`src/epsm_regs.svh`:
```
// epsm_regs.svh: register offsets, field positions, reset values and timing counts
// assumes: included by bare name into the device, host, assertions and bench files
`ifndef EPSM_REGS_SVH
`define EPSM_REGS_SVH

// register offsets on the 4-bit host address
`define EPSM_ADDR_CTRL       4'h0
`define EPSM_ADDR_WAKE_TEST  4'h1
`define EPSM_ADDR_INTERRUPT_STATUS_REGISTER    4'h2
`define EPSM_ADDR_PHY        4'h3

// power_mgmt_control fields
`define EPSM_CTRL_READY      0
`define EPSM_CTRL_PIN_EN     1
`define EPSM_CTRL_PULSE_SEL  2
`define EPSM_CTRL_ENERGY_EN  3
`define EPSM_CTRL_FRAME_EN   4
`define EPSM_CTRL_WUS_LO     5
`define EPSM_CTRL_WUS_HI     6
`define EPSM_CTRL_MODE_LO    12
`define EPSM_CTRL_MODE_HI    13

// interrupt_status_register and phy control fields
`define EPSM_INT_WAKE        0
`define EPSM_PHY_GEN_PD      0
`define EPSM_PHY_ENERGY_PD   1
`define EPSM_PHY_ENERGY_FLAG 2

// wakeup_source_status codes
`define EPSM_WUS_NONE        2'h0
`define EPSM_WUS_ENERGY      2'h1
`define EPSM_WUS_FRAME       2'h2

// reset values
`define EPSM_CTRL_RST        16'h0001
`define EPSM_RDATA_RST       16'h0000

// timing
`define EPSM_CLK_MHZ         25
`define EPSM_READY_US        2000
`define EPSM_PULSE_MS        50
`define EPSM_READY_CYC       (`EPSM_READY_US * `EPSM_CLK_MHZ)
`define EPSM_PULSE_CYC       (`EPSM_PULSE_MS * 1000 * `EPSM_CLK_MHZ)

`endif

```
`src/epsm_pkg.sv`:
```
// epsm_pkg: types of the power state manager
// assumes: no other package is needed
package epsm_pkg;
	typedef enum logic [1:0] {
		EPSM_D0 = 2'b00,
		EPSM_D1 = 2'b01,
		EPSM_D2 = 2'b10
	} epsm_pstate_t;

	typedef enum logic [1:0] {
		EPSM_OP_SLEEP_D1 = 2'b00,
		EPSM_OP_SLEEP_D2 = 2'b01,
		EPSM_OP_WAKE     = 2'b10
	} epsm_op_t;

	typedef enum logic [3:0] {
		EPSM_HS_INIT_RD   = 4'b0000,
		EPSM_HS_INIT_WAIT = 4'b0001,
		EPSM_HS_IDLE      = 4'b0010,
		EPSM_HS_D1_WR     = 4'b0011,
		EPSM_HS_D2_PHY    = 4'b0100,
		EPSM_HS_D2_WR     = 4'b0101,
		EPSM_HS_WAKE_WR   = 4'b0110,
		EPSM_HS_POLL_RD   = 4'b0111,
		EPSM_HS_POLL_WAIT = 4'b1000,
		EPSM_HS_PHY_CLR   = 4'b1001,
		EPSM_HS_WUS_CLR   = 4'b1010,
		EPSM_HS_DONE      = 4'b1011
	} epsm_hstate_t;
endpackage

```
`src/epsm_if.sv`:
```
// epsm_if: host bus and wake pin between the host and the power state manager
// assumes: both ends share clk; rd and wr are one-cycle strobes
`timescale 1ns/10ps
interface epsm_if;
	logic        bus_rd;
	logic        bus_wr;
	logic [3:0]  bus_addr;
	logic [15:0] bus_wdata;
	logic [15:0] bus_rdata;
	logic        bus_rvalid;
	logic        pme;
	logic        irq;

	modport dev (input bus_rd, input bus_wr, input bus_addr, input bus_wdata,
		output bus_rdata, output bus_rvalid, output pme, output irq);
	modport host (output bus_rd, output bus_wr, output bus_addr, output bus_wdata,
		input bus_rdata, input bus_rvalid, input pme, input irq);
endinterface

```
`src/epsm_device.sv`:
```
// epsm_device: power state manager of the Ethernet controller (D0, D1 wake frame, D2 energy)
// assumes: host on epsm_if.dev, wake_frame_hit from rx logic on clk, line energy async
// Functional notes
// RULE_01: host reads only control register while asleep
// RULE_02: ready flag clear in either sleep state
// RULE_03: host writes only wake test while not ready
// RULE_04: writes ignored until first read after wake
// RULE_05: wake test write in sleep returns D0
// RULE_06: mode 01 enters D1, clears ready
// RULE_07: D1 stops MAC and host clocks only
// RULE_08: D1 detection sets wakeup source to 10
// RULE_09: D1 pin needs frame and pin enables
// RULE_10: interrupt status ignores the pin enable
// RULE_11: host sets energy powerdown, then mode 10
// RULE_12: D2 stops all clocks, PHY energy powerdown
// RULE_13: D2 carrier sets wakeup source to 01
// RULE_14: D2 pin needs energy and pin enables
// RULE_15: host clears energy powerdown after ready
// RULE_16: host clears wakeup source after ready
// RULE_17: interrupt status sticky while wake condition holds
// RULE_18: pulse select gives 50ms pulse, else level
// RULE_19: pin drops with source, enable or pin enable
// RULE_20: general powerdown bit holds PHY off, reset on clear
// RULE_21: energy powerdown follows line energy, sets flag
// RULE_22: ready set within 2ms of wake write
// RULE_23: D0 keeps ready; mode reads current state
`timescale 1ns/10ps
`include "epsm_regs.svh"
module epsm_device #(
	parameter int unsigned READY_CYC = `EPSM_READY_CYC,
	parameter int unsigned PULSE_CYC = `EPSM_PULSE_CYC
) (
	input  wire logic           clk,                 // system clock, 25 MHz
	input  wire logic           sys_rst,             // async reset, active high
	input  wire logic           ce,                  // clock enable, freezes all state
	epsm_if.dev                 bus,                 // host bus and wake pin
	input  wire logic           wake_frame_hit,      // wake frame or magic packet seen
	input  wire logic           line_energy_present, // line energy from the PHY, async
	output logic                mac_clk_en,          // MAC datapath clock enable
	output logic                host_clk_en,         // host interface clock enable
	output logic                int_clk_en,          // internal clock enable
	output logic                rx_pm_en,            // receive power-management logic on
	output logic                phy_power_off,       // PHY powered down
	output logic                phy_reset,           // one-cycle PHY reset
	output epsm_pkg::epsm_pstate_t power_state       // state in effect
);
	import epsm_pkg::*;

	epsm_pstate_t pstate_q, pstate_d;
	logic        ready_q, ready_d;
	logic        armed_q, armed_d;
	logic        pin_en_q, pin_en_d;
	logic        pulse_sel_q, pulse_sel_d;
	logic        energy_en_q, energy_en_d;
	logic        frame_en_q, frame_en_d;
	logic [1:0]  wus_q, wus_d;
	logic        int_q, int_d;
	logic        gen_pd_q, gen_pd_d;
	logic        energy_pd_q, energy_pd_d;
	logic        eflag_q, eflag_d;
	logic        phy_rst_q, phy_rst_d;
	logic [15:0] rdy_cnt_q, rdy_cnt_d;
	logic [15:0] rdata_q, rdata_d;
	logic        rvalid_q, rvalid_d;
	logic        pme_q, pme_d;
	logic        pin_cond_q, pin_cond_d;
	logic        energy_s1_q, energy_s2_q, energy_prev_q;
	logic        wr_ok, wake_wr, cond, pin_cond, pulse_on;
	logic [15:0] ctrl_rd;

	// wake condition and pin drive from the registered source and enables
	assign cond = (wus_q == `EPSM_WUS_FRAME && frame_en_q) ||
		(wus_q == `EPSM_WUS_ENERGY && energy_en_q); // RULE_17
	assign pin_cond = cond && pin_en_q; // RULE_09 RULE_14 RULE_19

	epsm_pulse_timer #(.CYC(PULSE_CYC)) u_pulse (
		.clk     (clk),
		.sys_rst (sys_rst),
		.ce      (ce),
		.start   (pin_cond && !pin_cond_q),
		.hold    (pin_cond),
		.active  (pulse_on)
	);

	always_comb begin
		ctrl_rd = 16'h0000;
		ctrl_rd[`EPSM_CTRL_READY] = ready_q;
		ctrl_rd[`EPSM_CTRL_PIN_EN] = pin_en_q;
		ctrl_rd[`EPSM_CTRL_PULSE_SEL] = pulse_sel_q;
		ctrl_rd[`EPSM_CTRL_ENERGY_EN] = energy_en_q;
		ctrl_rd[`EPSM_CTRL_FRAME_EN] = frame_en_q;
		ctrl_rd[`EPSM_CTRL_WUS_HI:`EPSM_CTRL_WUS_LO] = wus_q;
		ctrl_rd[`EPSM_CTRL_MODE_HI:`EPSM_CTRL_MODE_LO] = pstate_q; // RULE_23
	end

	always_comb begin
		pstate_d = pstate_q;
		ready_d = ready_q;
		armed_d = armed_q;
		pin_en_d = pin_en_q;
		pulse_sel_d = pulse_sel_q;
		energy_en_d = energy_en_q;
		frame_en_d = frame_en_q;
		wus_d = wus_q;
		gen_pd_d = gen_pd_q;
		energy_pd_d = energy_pd_q;
		eflag_d = eflag_q;
		rdy_cnt_d = rdy_cnt_q;
		rdata_d = rdata_q;
		rvalid_d = 1'b0;
		wr_ok = bus.bus_wr && armed_q && ready_q && pstate_q == EPSM_D0; // RULE_03 RULE_04
		wake_wr = bus.bus_wr && bus.bus_addr == `EPSM_ADDR_WAKE_TEST && pstate_q != EPSM_D0;
		int_d = int_q;

		// reads: every read answers; control gives its value, the rest read zero unless awake and ready
		if (bus.bus_rd) begin
			rvalid_d = 1'b1;
			armed_d = 1'b1; // RULE_04
			rdata_d = 16'h0000;
			if (bus.bus_addr == `EPSM_ADDR_CTRL) begin
				rdata_d = ctrl_rd;
			end else if (ready_q && pstate_q == EPSM_D0) begin // RULE_01
				case (bus.bus_addr)
					`EPSM_ADDR_INTERRUPT_STATUS_REGISTER: rdata_d = {15'h0000, int_q};
					`EPSM_ADDR_PHY: rdata_d = {13'h0000, eflag_q, energy_pd_q, gen_pd_q};
					default: rdata_d = 16'h0000;
				endcase
			end
		end

		if (wr_ok) begin
			case (bus.bus_addr)
				`EPSM_ADDR_CTRL: begin
					pin_en_d = bus.bus_wdata[`EPSM_CTRL_PIN_EN];
					pulse_sel_d = bus.bus_wdata[`EPSM_CTRL_PULSE_SEL];
					energy_en_d = bus.bus_wdata[`EPSM_CTRL_ENERGY_EN];
					frame_en_d = bus.bus_wdata[`EPSM_CTRL_FRAME_EN];
					wus_d = bus.bus_wdata[`EPSM_CTRL_WUS_HI:`EPSM_CTRL_WUS_LO];
					case (bus.bus_wdata[`EPSM_CTRL_MODE_HI:`EPSM_CTRL_MODE_LO])
						EPSM_D1: begin
							pstate_d = EPSM_D1; // RULE_06
							ready_d = 1'b0; // RULE_02
						end
						EPSM_D2: begin
							pstate_d = EPSM_D2; // RULE_11
							ready_d = 1'b0; // RULE_02
						end
						default: pstate_d = pstate_q;
					endcase
				end
				`EPSM_ADDR_INTERRUPT_STATUS_REGISTER: begin
					if (bus.bus_wdata[`EPSM_INT_WAKE]) begin
						int_d = 1'b0;
					end
				end
				`EPSM_ADDR_PHY: begin
					gen_pd_d = bus.bus_wdata[`EPSM_PHY_GEN_PD];
					energy_pd_d = bus.bus_wdata[`EPSM_PHY_ENERGY_PD];
					if (bus.bus_wdata[`EPSM_PHY_ENERGY_FLAG]) begin
						eflag_d = 1'b0;
					end
				end
				default: armed_d = armed_d;
			endcase
		end

		// wake write: back to D0, ready comes later, writes need a fresh read
		if (wake_wr) begin
			pstate_d = EPSM_D0; // RULE_05
			ready_d = 1'b0;
			armed_d = 1'b0; // RULE_04
			rdy_cnt_d = 16'h0000;
		end else if (pstate_q == EPSM_D0 && !ready_q) begin
			rdy_cnt_d = rdy_cnt_q + 16'h0001;
			if (rdy_cnt_q == 16'(READY_CYC - 1)) begin
				ready_d = 1'b1; // RULE_22 RULE_23
			end
		end

		// detection sets the source over any write in the same cycle
		if (pstate_q == EPSM_D1 && wake_frame_hit) begin
			wus_d = `EPSM_WUS_FRAME; // RULE_08
		end
		if (pstate_q == EPSM_D2 && energy_s2_q) begin
			wus_d = `EPSM_WUS_ENERGY; // RULE_13
		end
		if (cond) begin
			int_d = 1'b1; // RULE_10 RULE_17
		end

		if (energy_pd_q && energy_s2_q && !energy_prev_q) begin
			eflag_d = 1'b1; // RULE_21
		end
		phy_rst_d = gen_pd_q && !gen_pd_d; // RULE_20
		pin_cond_d = pin_cond;
		pme_d = pin_cond && (!pulse_sel_q || pulse_on); // RULE_18 RULE_19
	end

	always_ff @(posedge clk or posedge sys_rst) begin
		if (sys_rst) begin
			pstate_q <= EPSM_D0;
			ready_q <= 1'b1;
			armed_q <= 1'b0;
			pin_en_q <= 1'b0;
			pulse_sel_q <= 1'b0;
			energy_en_q <= 1'b0;
			frame_en_q <= 1'b0;
			wus_q <= `EPSM_WUS_NONE;
			int_q <= 1'b0;
			gen_pd_q <= 1'b0;
			energy_pd_q <= 1'b0;
			eflag_q <= 1'b0;
			phy_rst_q <= 1'b0;
			rdy_cnt_q <= 16'h0000;
			rdata_q <= `EPSM_RDATA_RST;
			rvalid_q <= 1'b0;
			pme_q <= 1'b0;
			pin_cond_q <= 1'b0;
			energy_s1_q <= 1'b0;
			energy_s2_q <= 1'b0;
			energy_prev_q <= 1'b0;
		end else if (ce) begin
			pstate_q <= pstate_d;
			ready_q <= ready_d;
			armed_q <= armed_d;
			pin_en_q <= pin_en_d;
			pulse_sel_q <= pulse_sel_d;
			energy_en_q <= energy_en_d;
			frame_en_q <= frame_en_d;
			wus_q <= wus_d;
			int_q <= int_d;
			gen_pd_q <= gen_pd_d;
			energy_pd_q <= energy_pd_d;
			eflag_q <= eflag_d;
			phy_rst_q <= phy_rst_d;
			rdy_cnt_q <= rdy_cnt_d;
			rdata_q <= rdata_d;
			rvalid_q <= rvalid_d;
			pme_q <= pme_d;
			pin_cond_q <= pin_cond_d;
			energy_s1_q <= line_energy_present;
			energy_s2_q <= energy_s1_q;
			energy_prev_q <= energy_s2_q;
		end
	end

	assign bus.bus_rdata = rdata_q;
	assign bus.bus_rvalid = rvalid_q;
	assign bus.pme = pme_q;
	assign bus.irq = int_q; // RULE_10
	assign power_state = pstate_q;
	assign mac_clk_en = (pstate_q == EPSM_D0); // RULE_07 RULE_12
	assign host_clk_en = (pstate_q == EPSM_D0); // RULE_07 RULE_12
	assign int_clk_en = (pstate_q != EPSM_D2); // RULE_07 RULE_12
	assign rx_pm_en = (pstate_q != EPSM_D2); // RULE_07
	assign phy_power_off = gen_pd_q || (energy_pd_q && !energy_s2_q); // RULE_20 RULE_21
	assign phy_reset = phy_rst_q; // RULE_20
endmodule // epsm_device

```
`src/epsm_pulse_timer.sv`:
```
// epsm_pulse_timer: one-shot of CYC cycles, cut short when hold drops
// assumes: start and hold come from logic on clk
`timescale 1ns/10ps
module epsm_pulse_timer #(
	parameter int unsigned CYC = 1
) (
	input  wire logic clk,     // system clock
	input  wire logic sys_rst, // async reset, active high
	input  wire logic ce,      // clock enable
	input  wire logic start,   // begin a pulse
	input  wire logic hold,    // pulse survives only while high
	output logic      active   // pulse running
);
	localparam int W = $clog2(CYC + 1);
	logic [W-1:0] cnt_q;
	logic [W-1:0] cnt_d;

	always_comb begin
		cnt_d = cnt_q;
		if (start) begin
			cnt_d = W'(CYC);
		end else if (!hold) begin
			cnt_d = '0;
		end else if (cnt_q != '0) begin
			cnt_d = cnt_q - W'(1);
		end
	end

	always_ff @(posedge clk or posedge sys_rst) begin
		if (sys_rst) begin
			cnt_q <= '0;
		end else if (ce) begin
			cnt_q <= cnt_d;
		end
	end

	assign active = (cnt_q != '0);
endmodule // epsm_pulse_timer

```
`src/flat_wrapper.sv`:
```
// flat-port wrapper written by rule: the top's interface ports become plain ports
module epsm_device_flat import epsm_pkg::*;
#(
	parameter int unsigned READY_CYC = `EPSM_READY_CYC,
	parameter int unsigned PULSE_CYC = `EPSM_PULSE_CYC
)
  (clk, sys_rst, ce, wake_frame_hit, line_energy_present, mac_clk_en, host_clk_en, int_clk_en, rx_pm_en, phy_power_off, phy_reset, power_state, bus_bus_rd, bus_bus_wr, bus_bus_addr, bus_bus_wdata, bus_bus_rdata, bus_bus_rvalid, bus_pme, bus_irq);
  epsm_if bus_i ();
  input  wire logic clk;
  input  wire logic sys_rst;
  input  wire logic ce;
  input  wire logic wake_frame_hit;
  input  wire logic line_energy_present;
  output logic mac_clk_en;
  output logic host_clk_en;
  output logic int_clk_en;
  output logic rx_pm_en;
  output logic phy_power_off;
  output logic phy_reset;
  output epsm_pkg::epsm_pstate_t power_state;
  input wire logic [$bits(bus_i.bus_rd)-1:0] bus_bus_rd;
  input wire logic [$bits(bus_i.bus_wr)-1:0] bus_bus_wr;
  input wire logic [$bits(bus_i.bus_addr)-1:0] bus_bus_addr;
  input wire logic [$bits(bus_i.bus_wdata)-1:0] bus_bus_wdata;
  output wire logic [$bits(bus_i.bus_rdata)-1:0] bus_bus_rdata;
  output wire logic [$bits(bus_i.bus_rvalid)-1:0] bus_bus_rvalid;
  output wire logic [$bits(bus_i.pme)-1:0] bus_pme;
  output wire logic [$bits(bus_i.irq)-1:0] bus_irq;
  assign bus_i.bus_rd = bus_bus_rd;
  assign bus_i.bus_wr = bus_bus_wr;
  assign bus_i.bus_addr = bus_bus_addr;
  assign bus_i.bus_wdata = bus_bus_wdata;
  assign bus_bus_rdata = bus_i.bus_rdata;
  assign bus_bus_rvalid = bus_i.bus_rvalid;
  assign bus_pme = bus_i.pme;
  assign bus_irq = bus_i.irq;
  epsm_device #(.READY_CYC(READY_CYC), .PULSE_CYC(PULSE_CYC)) u_core (.clk(clk), .sys_rst(sys_rst), .ce(ce), .bus(bus_i), .wake_frame_hit(wake_frame_hit), .line_energy_present(line_energy_present), .mac_clk_en(mac_clk_en), .host_clk_en(host_clk_en), .int_clk_en(int_clk_en), .rx_pm_en(rx_pm_en), .phy_power_off(phy_power_off), .phy_reset(phy_reset), .power_state(power_state));
endmodule
```
`config.mk`:
```
export PLATFORM = sky130hd
export DESIGN_NAME = epsm_device_flat
export DESIGN_NICKNAME = d
export VERILOG_FILES = /design/src/epsm_pkg.sv /design/src/epsm_if.sv /design/src/epsm_device.sv /design/src/epsm_pulse_timer.sv /design/src/flat_wrapper.sv
export VERILOG_INCLUDE_DIRS = /design/src /design/src/src
export SDC_FILE = /design/constraint.sdc
export NUM_CORES = 1
export LEC_CHECK = 0
export ABC_AREA = 1
export ABC_CLOCK_PERIOD_IN_PS = 1940
export BUFFER_PORTS_ARGS = -buffer_cell sky130_fd_sc_hd__buf_2
export CORE_ASPECT_RATIO = 0.9
export CORE_MARGIN = 2
export CORE_UTILIZATION = 52
export DETAILED_ROUTE_END_ITERATION = 12
export PLACE_DENSITY = 0.83
export SLEW_MARGIN = 15
export SYNTH_ARGS = -nofsm -noshare
export SYNTH_HDL_FRONTEND = slang
export SYNTH_SLANG_ARGS = --single-unit
```
`constraint.sdc`:
```
create_clock -name clk -period 1.94 [get_ports clk]
set_input_delay 0.194 -clock clk [delete_from_list [all_inputs] [get_ports clk]]
set_output_delay 0.194 -clock clk [all_outputs]
set_load 0.01 [all_outputs]
```
==> results by group, run 1 <==
Floorplanning
  • CORE AREA: around 7500 um2
  • Initial core utilization: between 50% and 60%
  • Horizontal die dimension: approximately 96 um
  • Row count: 30
  • I/O pins: 54
  • Die area: about 8400 um2
  • Die height: about 87 um

Global routing
  • Gr ovfl total: 0
  • Overall Global Routing Usage: 22.9%
  • Global-route wire length before repair: ~15,000 um
  • Vias in the first global route: between 3,000 and 4,000
  • Pin count of the biggest net entering global routing: 37
  • Initial antenna violation count: 0

Worst setup path
  • Slowest CP cell: dfrtp_1
  • R2r startpoint: u_core.u_pulse.cnt_q[0]
  • Crit path required time: between 2 and 2.5 ns
  • Critical path peak fanout: 20
  • Worst setup EP type: flop
  • Crit path largest cell delay: about 0.32 ns
  • WS Path Type: reg -> reg
  • RR Endpoint: u_core.u_pulse.cnt_q[10]
  • Crit start category: flop
  • R2R setup slack: 0.25 ns
  • Crit path cell chain: inv_1, ha_1, nand2_1, nor2_2, nand3_2, nor2_4, nor2_8, clkinv_4, nand2_1, o21ai_2
  • Worst path arrival time: 1.92 ns
  • Reg2reg path depth: 10
  • Top cell by count, worst path: nand2_1

Detailed routing
  • Wirelength, routed: 8860 um
  • DRT iter0 DRCs: 280
  • Routed vias/inst: 5.35
  • DRC Markers: 0
  • Vias: ~3,600
  • WL/cell: approximately 13 um
  • Detailed Routing Iterations Pass 1: 5
  • DRT antenna net count: 0

CTS
  • Post-CTS setup repair buffer count: 0
  • Hold_buf cts: 1
  • TritonCTS Buffers: 9
  • H-Tree Depth: 3
  • CTS Sinks: 67
  • Root Buffer Master: clkbuf_8
  • CTS tree: done
  • CTS resizes: 0
  • CTS max path bufs: 2
  • Clock latency on the worst-skew pair: between 0.3 and 0.4 ns
  • Clk slew on worst S/H paths: roughly 0.070 ns

Final layout
  • Area of the multi-input gates: between 1500 and 2000 um2
  • Final Instance Area: approximately 4400 um2
  • Nets: between 500 and 600
  • Commonest cells after routing, fill and taps aside: nand2_1 (133), dfrtp_1 (66), inv_1 (56)
  • Register area: 1680 um2
  • Layout cells sized above 1: approximately 18%
  • # fillers: between 600 and 700
  • Antenna diodes: 0
  • Commonest non-fill, non-tap cell in the layout: nand2_1
  • Layout area overhead: 11.3%
  • Util after Layout: between 50% and 60%

Yosys
  • Ys Warns: 0
  • Area contributors post-synth: dfrtp_1 (42%), nand2_1 (13%), inv_1 (5.4%), nand3_1 (4.3%), nor2_1 (4.2%)
  • Synth Flop Type: dfrtp_1
  • Synth top area share: approximately two fifths
  • Cell Area, Synth: around 4000 um2
  • Number of synthesized flops with an enable pin: 0
  • Synth area leader: dfrtp_1
  • Synth Instances: just over 500
  • Post-synthesis sequential area ratio: 42.2%
  • Ys async rst share: 100%
  • Yosys cell types: between 40 and 50
  • Seq cells post-synth: 67
  • Syn avg cell area: 7.68 um2

Hold path
  • WHS Endpoint: u_core.energy_s1_q
  • Min-Delay Path Depth: 3
  • Hold_sp: line_energy_present
  • Hold Path Class: in -> reg

STA
  • Fin crit share: around 87%
  • RSZ-0062 raised after global routing: false
  • Rel. slew slack: between 60% and 70%
  • Worst slew pin tran: 0.569 ns
  • Max-slew violations: 0
  • Fmax: slightly below 0.6 GHz
  • Layout Skew: between 0.006 and 0.007 ns
  • Final setup fails: 0
  • Hold Vio Cnt, Final: 0
  • Final setup TNS: 0 ns
  • Tmin final: roughly 1.7 ns

Run status
  • Status: finished, final reports clean

Job
  • Max_cap viols: 0

Place
  • PortBufs: 39
  • Routability cong.: 0.906
  • Placed inst area: ~4200 um2
  • Placed wire-length estimate: between 6000 and 7000 um

Power and ir drop
  • Pwr/cell area: 759 nW/um2
  • Maximum VDD drop: between 400 and 500 uV
  • Pleak: 2.27 nW
-- kinds of logic (layout without fill, tap and decap cells) --
group                    after synthesis  after routing  synth area share (%)
XOR/XNOR                              16             16                  3.52
multiplexers                           2              2                 0.566
other                                  1              7                0.0943
flip-flops                            67             67                  42.2
AO/OA/AOI/OAI                         65             65                  9.72
buffers and inverters                 81            127                  9.69
AND/OR/NAND/NOR                      282            282                  32.9
adder cells (fa/ha/maj)                4              4                  1.26
-- where the power goes --
part / internal, mW / switching [mW]
Clock: 0.532 / 0.511
Sequential: 1.56 / 0.153
Combinational: 0.208 / 0.397
-- sequential cells by signal, summed over array words and instances, names as in the netlist, 2 cells and up --
name and flops:
u_core.wus_q 2, u_core.u_pulse.cnt_q 21, u_core.bus.bus_rdata 9, u_core.power_state 2, u_core.rdy_cnt_q 16
-- stage by stage --
step | power [mW] | hold slack (ns) | instances | setup WS [ns]
finish | 3.36 | 0.0618 | 666 | 0.250
CTS | 3.36 | 0.0517 | 666 | 0.244
global placement | 2.30 | 0.252 | 649 | 0.301
global route | 3.54 | 0.0670 | 666 | 0.0860
detailed placement | 2.33 | 0.265 | 649 | 0.254
floorplan | 2.16 | 0.290 | 524 | 0.0645
-- layout make-up --
cell class                 count  share of cell area, %
tap                           96                   2.71
sequential                    67                   37.9
clock buffer                  14                   3.68
multi-input combinational    376                   43.7
timing repair buffer          48                   6.28
inverter                      63                   5.46
clock inverter                 2                  0.226
-- per-layer routing --
layer	GRT usage, %	up-vias	wire length [um]
met1	30.5	1674	4100
met3	5.19	18	375
met2	37.1	97	4250
met4	7.53	0	131
li1	-	1772	-
met5	0	-	0
-- synthesized netlist by cell type (4+ instances only) --
cell type / number
nand2_1: 133
nor3_1: 17
o21ai_0: 27
nor2_4: 6
o21ai_2: 7
nand3_1: 34
inv_2: 4
dfrtp_1: 66
a21oi_1: 7
nand2_2: 6
o31ai_1: 5
ha_1: 4
nand4_1: 18
nor2_1: 45
xor2_1: 15
nor4_1: 4
o21ai_1: 9
nor2_2: 12
buf_4: 10
inv_1: 57
-- worst max-delay path, delay by kind of cell (launching register included) --
family / cells / cell delay (ns)
and+or+nand+nor: 6 / 0.68
DFF: 1 / 0.32
adders and majority gates: 1 / 0.20
buffers and inverters: 2 / 0.32
AOI/OAI and AO/OA: 1 / 0.06
-- worst max path at each step --
stage	start	to	slack, ns
after detailed placement	u_core.u_pulse.cnt_q[0]	u_core.u_pulse.cnt_q[2]	0.25
after floorplan	sys_rst	u_core.armed_q	0.06
after global routing	u_core.u_pulse.cnt_q[1]	u_core.u_pulse.cnt_q[16]	0.09
final	u_core.u_pulse.cnt_q[0]	u_core.u_pulse.cnt_q[10]	0.25
after CTS	u_core.u_pulse.cnt_q[0]	u_core.u_pulse.cnt_q[2]	0.24
after global placement	u_core.u_pulse.cnt_q[0]	u_core.u_pulse.cnt_q[13]	0.30
(Power assumes the default switching activity.)
==> inputs of run 2 (changes only) <==
Settings changed: CORE_UTILIZATION 52 to 54, CTS_BUF_LIST from default to sky130_fd_sc_hd__clkbuf_2 sky130_fd_sc_hd__clkbuf_4 sky130_fd_sc_hd__clkbuf_8, PLACE_DENSITY 0.83 to 0.86.
==> run 2 against run 1 <==
Net effect:
- sequential power hardly changed
- die area is 3.5% lower
- maximum frequency is 3.9% lower
- wire length is 8.0% higher
- design area is 0.34% higher
- combinational power hardly changed
- largest cell class unchanged
- non-clock buffer count is 1 higher
- worst hold slack worse by 0.0069 ns
==> results by group, run 2 (synthesized netlist as in run 1, its figures left out) <==
Final layout
  • Final Instance Area: 4440 um2 (was 4430 um2)
  • Antenna diodes: 0 (unchanged)
  • Nets: 597 (was 596)
  • Layout cells sized above 1: 18.4% (was 17.7%)
  • Layout area overhead: 11.7% (was 11.3%)
  • Util after Layout: 62.8% (was 59.2%)
  • Commonest non-fill, non-tap cell in the layout: nand2_1 (unchanged)
  • # fillers: 622 (was 649)
  • Max FFs per register: 21 (unchanged)
  • Commonest cells after routing, fill and taps aside: nand2_1 (133), dfrtp_1 (66), inv_1 (56) (unchanged)
  • Biggest register: u_core.u_pulse.cnt_q (unchanged)

STA
  • Max-slew violations: 0 (unchanged)
  • Slack of the critical path: 0.181 ns (was 0.250 ns)
  • Final setup fails: 0 (unchanged)
  • Fmax: 0.569 GHz (was 0.592 GHz)
  • Final setup TNS: 0 ns (unchanged)
  • Layout Skew: 0.00930 ns (was 0.00654 ns)
  • Tmin final: 1.76 ns (was 1.69 ns)
  • Fin crit share: 90.7% (was 87.1%)
  • RSZ-0062 raised after global routing: false (unchanged)
  • Hold Vio Cnt, Final: 0 (unchanged)

Worst setup path
  • Worst setup EP type: flop (unchanged)
  • Critical path peak fanout: 9 (was 20)
  • Worst path arrival time: 2.04 ns (was 1.92 ns)
  • Crit start category: flop (unchanged)
  • R2r startpoint: u_core.wus_q[0] (was u_core.u_pulse.cnt_q[0])
  • RR Endpoint: u_core.u_pulse.cnt_q[16] (was u_core.u_pulse.cnt_q[10])
  • Reg2reg path depth: 8 (was 10)
  • Crit path required time: 2.22 ns (was 2.17 ns)
  • R2R setup slack: 0.18 ns (was 0.25 ns)
  • WS Path Type: reg -> reg (unchanged)

CTS
  • Post-CTS setup repair buffer count: 0 (unchanged)
  • CTS Sinks: 67 (unchanged)
  • TritonCTS Buffers: 9 (unchanged)
  • H-Tree Depth: 3 (unchanged)
  • CTS tree: done (unchanged)
  • Root Buffer Master: clkbuf_8 (unchanged)
  • Clk slew on worst S/H paths: 0.08 ns (was 0.07 ns)
  • CTS max path bufs: 2 (unchanged)
  • CTS resizes: 0 (unchanged)
  • Clock latency on the worst-skew pair: 0.35 ns (was 0.34 ns)

Detailed routing
  • WL/cell: 14.4 um (was 13.3 um)
  • Vias: 3,672 (was 3,561)
  • DRT antenna net count: 0 (unchanged)
  • Wirelength, routed: 9570 um (was 8860 um)
  • DRT iter0 DRCs: 286 (was 280)
  • DRC Markers: 0 (unchanged)
  • Detailed Routing Iterations Pass 1: 6 (was 5)
  • Routed vias/inst: 5.53 (was 5.35)

Floorplanning
  • I/O pins: 54 (unchanged)
  • Horizontal die dimension: 94.5 um (was 96.2 um)
  • Initial core utilization: 56.2% (was 53.2%)
  • Die area: 8070 um2 (was 8360 um2)
  • Die height: 85.4 um (was 87.0 um)
  • Row count: 29 (was 30)
  • CORE AREA: 7080 um2 (was 7470 um2)

Power and ir drop
  • Pwr Total: 3.40 mW (was 3.36 mW)
  • Pwr/cell area: 766 nW/um2 (was 759 nW/um2)
  • Pleak: 2.28 nW (was 2.27 nW)
  • Maximum VDD drop: 480 uV (was 487 uV)

Place
  • Routability cong.: 0.916 (was 0.906)
  • PortBufs: 39 (unchanged)
  • Setup WS pre-CTS: 0.224 ns (was 0.254 ns)
  • Placed wire-length estimate: 6920 um (was 6650 um)
  • Placed inst area: 4250 um2 (was 4240 um2)

Global routing
  • Initial antenna violation count: 0 (unchanged)
  • Pin count of the biggest net entering global routing: 68 (was 37)
  • Global-route wire length before repair: 16,500 um (was 15,200 um)
  • Overall Global Routing Usage: 25.9% (was 22.9%)
  • Gr ovfl total: 0 (unchanged)
  • Vias in the first global route: 3,600 (was 3,419)

Hold path
  • Hold Path Class: in -> reg (unchanged)
  • Min-Delay Path Depth: 2 (was 3)
  • Hold_sp: bus_bus_wdata[0] (was line_energy_present)
  • WHS Endpoint: u_core.phy_reset (was u_core.energy_s1_q)

Job
  • Max_cap viols: 0 (unchanged)

Run status
  • Status: finished, final reports clean (unchanged)
==> run 2: area by class of cell <==
| cell class | count | area (um2) | area share (%) |
|---|---|---|---|
| Tap cell | 93 | 116 | 2.62 |
| Clock buffer | 12 | 159 | 3.58 |
| Timing Repair Buffer | 49 | 285 | 6.42 |
| Multi-Input combinational cell | 376 | 1940 | 43.6 |
| Inverter | 63 | 241 | 5.44 |
| Sequential cell | 67 | 1680 | 37.8 |
| Clock inverter | 4 | 25.0 | 0.564 |
==> run 2: worst max-delay path by stage <==
stage,from,to,slack (ns),cells past startpoint
finish,u_core.wus_q[0],u_core.u_pulse.cnt_q[16],0.18,8
global route,u_core.wus_q[0],u_core.u_pulse.cnt_q[16],0.009,8
CTS,u_core.u_pulse.cnt_q[0],u_core.u_pulse.cnt_q[14],0.20,10
global placement,u_core.u_pulse.cnt_q[0],u_core.u_pulse.cnt_q[13],0.29,10
detailed placement,u_core.u_pulse.cnt_q[0],u_core.u_pulse.cnt_q[14],0.22,10
floorplan,sys_rst,u_core.armed_q,0.06,1
==> run 2: critical path, stage by stage (launching register included) <==
cell and delay [ns]:
dfrtp_1 0.42, inv_1 0.10, nand3_1 0.09, nand2_1 0.16, nand2_2 0.15, nor2_1 0.33, and2_1 0.26, o21ai_0 0.10
nand2_1 0.08
==> run 2: per-stage QoR <==
stage	instances	hold slack [ns]
after global routing	664	0.0514
after CTS	664	0.0436
final	664	0.0549
after floorplan	524	0.290
after detailed placement	647	0.300
after global placement	647	0.293
==> run 2: timing repair <==
action,4_1_cts,5_1_grt
endpoints found under the setup margin,0,0
hold buffers,1,0
endpoints found under the hold margin,66,0
==> run 2: routing by layer <==
metal / GRT usage, % / vias up / wire length, um
li1: - / 1768 / -
met1: 34.9 / 1730 / 4190
met2: 40.6 / 151 / 4620
met3: 6.93 / 23 / 609
met4: 8.70 / 0 / 154
met5: 0 / - / 0
==> run 2: power by group <==
part	switching (mW)	leakage [nW]	internal (mW)
clock network	0.535	0.0918	0.543
registers	0.164	0.889	1.56
logic	0.396	1.30	0.209
==> inputs of run 3 (changes only) <==
Settings changed: ABC_CLOCK_PERIOD_IN_PS 1940 to 1750, CORE_MARGIN 2 to default, CORE_UTILIZATION 54 to 60, PLACE_DENSITY 0.86 to 0.9.
Clock period 1.94 ns to 1.75 ns, I/O delays scaled along.
==> run 3 against run 2 <==
Net effect:
- worst hold slack worse by 0.035 ns
- maximum frequency rose by 6.6%
- cell count up 0.45%
- critical path depth up 1
- non-clock buffer count up 9
- global-route usage up 4.4 points
- clock skew is 0.0039 ns higher
- critical endpoint is now u_core.rdy_cnt_q[14]
==> results by group, run 3 (synthesized netlist as in run 1, its figures left out) <==
Run status
  • Status: finished, final reports clean (unchanged)

Detailed routing
  • WL/cell: 14.3 um (was 14.4 um)
  • DRT antenna net count: 0 (unchanged)
  • Vias: 3,810 (was 3,672)
  • Routed vias/inst: 5.71 (was 5.53)
  • DRC Markers: 0 (unchanged)
  • Wirelength, routed: 9540 um (was 9570 um)
  • Met2 WL post-DR: 4610 um (was 4620 um)
  • DRT iter0 DRCs: 429 (was 286)
  • Max layer used: met4 (unchanged)
  • Routed length on met3: 827 um (was 609 um)
  • Detailed Routing Iterations Pass 1: 7 (was 6)
  • DRT met1 WL: 3860 um (was 4190 um)

STA
  • RSZ-0062 raised after global routing: false (unchanged)
  • Fin crit share: 94.3% (was 90.7%)
  • Final setup TNS: 0 ns (unchanged)
  • Rel. slew slack: approximately three fifths
  • Slack of the critical path: 0.100 ns (was 0.181 ns)
  • Tmin final: 1.65 ns (was 1.76 ns)
  • Hold Slack: 0.0197 ns (was 0.0549 ns)
  • Fmax: 0.606 GHz (was 0.569 GHz)
  • Max-slew violations: 0 (unchanged)
  • Final setup fails: 0 (unchanged)
  • Worst slew pin tran: 0.607 ns
  • Layout Skew: 0.0132 ns (was 0.00930 ns)
  • Hold Vio Cnt, Final: 0 (unchanged)

Floorplanning
  • Die height: 79.2 um (was 85.4 um)
  • Horizontal die dimension: 87.8 um (was 94.5 um)
  • I/O pins: 54 (unchanged)
  • CORE AREA: 6250 um2 (was 7080 um2)
  • Row count: 27 (was 29)
  • Die area: 6960 um2 (was 8070 um2)
  • Initial core utilization: 63.6% (was 56.2%)

Final layout
  • Layout cells sized above 1: 19.7% (was 18.4%)
  • Commonest cells after routing, fill and taps aside: nand2_1 (133), dfrtp_1 (66), inv_1 (56) (unchanged)
  • Commonest non-fill, non-tap cell in the layout: nand2_1 (unchanged)
  • Layout area overhead: 14.3% (was 11.7%)
  • # fillers: 426 (was 622)
  • Antenna diodes: 0 (unchanged)
  • Non-Filler Instances: 667 (was 664)
  • Biggest register: u_core.u_pulse.cnt_q (unchanged)
  • Max FFs per register: 21 (unchanged)
  • Nets: 606 (was 597)

CTS
  • Clk slew on worst S/H paths: 0.08 ns (about the same)
  • TritonCTS Buffers: 9 (unchanged)
  • CTS tree: done (unchanged)
  • Post-CTS setup repair buffer count: 0 (unchanged)
  • Clock latency on the worst-skew pair: 0.35 ns (about the same)
  • Root Buffer Master: clkbuf_8 (unchanged)
  • H-Tree Depth: 3 (unchanged)
  • CTS Sinks: 67 (unchanged)
  • CTS max path bufs: 2 (unchanged)

Worst setup path
  • Crit start category: flop (unchanged)
  • WS Path Type: reg -> reg (unchanged)
  • Worst path arrival time: 1.88 ns (was 2.04 ns)
  • Critical path peak fanout: 4 (was 9)
  • Worst setup EP type: flop (unchanged)
  • Crit path required time: 1.98 ns (was 2.22 ns)

Job
  • Max_cap viols: 0 (unchanged)

Power and ir drop
  • Pleak: 2.35 nW (was 2.28 nW)
  • Pwr/cell area: 893 nW/um2 (was 766 nW/um2)
  • Maximum VDD drop: 791 uV (was 480 uV)

Hold path
  • Hold Path Class: in -> reg (unchanged)

Place
  • Dpl cells: 650 (was 647)
  • Placed wire-length estimate: 6980 um (was 6920 um)
  • Setup WS pre-CTS: 0.118 ns (was 0.224 ns)
  • PortBufs: 39 (unchanged)
  • Routability cong.: 0.934 (was 0.916)

Global routing
  • Overall Global Routing Usage: 30.2% (was 25.9%)
  • Gr ovfl total: 0 (unchanged)
  • Pin count of the biggest net entering global routing: 22 (was 68)
  • Vias in the first global route: 3,599 (was 3,600)
  • Initial antenna violation count: 0 (unchanged)
  • Global-route wire length before repair: 16,200 um (was 16,500 um)
run 3: changes by cell type in the layout (fill, tap and decap cells not counted), sizes merged:
cell and delta:
bufinv +2, buf +9, clkbuf -3, clkinv -2, inv +3
run 3: worst paths after layout:
kind                                      from                   end  slack, ns  depth (start not counted)
setup reg to reg           u_core.rdy_cnt_q[0]  u_core.rdy_cnt_q[14]       0.10                          9
min in group asynchronous              sys_rst    u_core.energy_s2_q       0.38                          3
hold reg to reg             u_core.energy_s1_q    u_core.energy_s1_q       0.48                          2
hold / removal                bus_bus_wdata[0]      u_core.phy_reset       0.02                          2
setup / recovery           u_core.rdy_cnt_q[0]  u_core.rdy_cnt_q[14]       0.10                          9
max in group asynchronous              sys_rst  u_core.rdy_cnt_q[12]       0.81                          4
run 3: layer usage:
layer | up-vias | GRT usage (%)
li1 | 1782 | -
met1 | 1750 | 38.0
met2 | 240 | 50.1
met3 | 38 | 7.59
met4 | 0 | 11.0
met5 | - | 0
run 3: area by class of cell:
class	count	area, um2	area share [%]
multi-input combinational	376	1950	42.8
sequential	67	1680	36.9
timing repair buffer	58	340	7.49
inverter	63	248	5.45
clock buffer	9	124	2.73
tap	87	109	2.40
clock inverter	7	98.8	2.18
run 3: timing repair:
action | CTS | global route
gates resized for setup | 0 | 3
endpoints found under the setup margin | 0 | 14
endpoints found under the hold margin | 16 | 0
hold buffers | 1 | 0
run 3: metrics by stage:
| step | power, mW | instance area [um2] | util, % |
|---|---|---|---|
| finish | 4.06 | 4540 | 72.7 |
| global route | 4.24 | 4540 | 72.7 |
| CTS | 4.06 | 4530 | 72.5 |
| detailed placement | 2.60 | 4300 | 68.8 |
| global placement | 2.54 | 4300 | 68.8 |
| floorplan | 2.39 | 4000 | - |
run 3: where the power goes:
| group | leakage [nW] | internal (mW) | switching, mW |
|---|---|---|---|
| logic | 1.35 | 0.236 | 0.463 |
| registers | 0.889 | 1.72 | 0.174 |
| clock network | 0.111 | 0.814 | 0.646 |
run 3: worst max-delay path, cell delays in order, from the launching register on:
cell and delay, ns:
dfrtp_1 0.41, ha_1 0.21, nand2_1 0.08, nor2_1 0.14
nand2_1 0.07, nor2_1 0.19, nand3_1 0.14, xor2_1 0.16
nand3_1 0.07, nand2_1 0.06
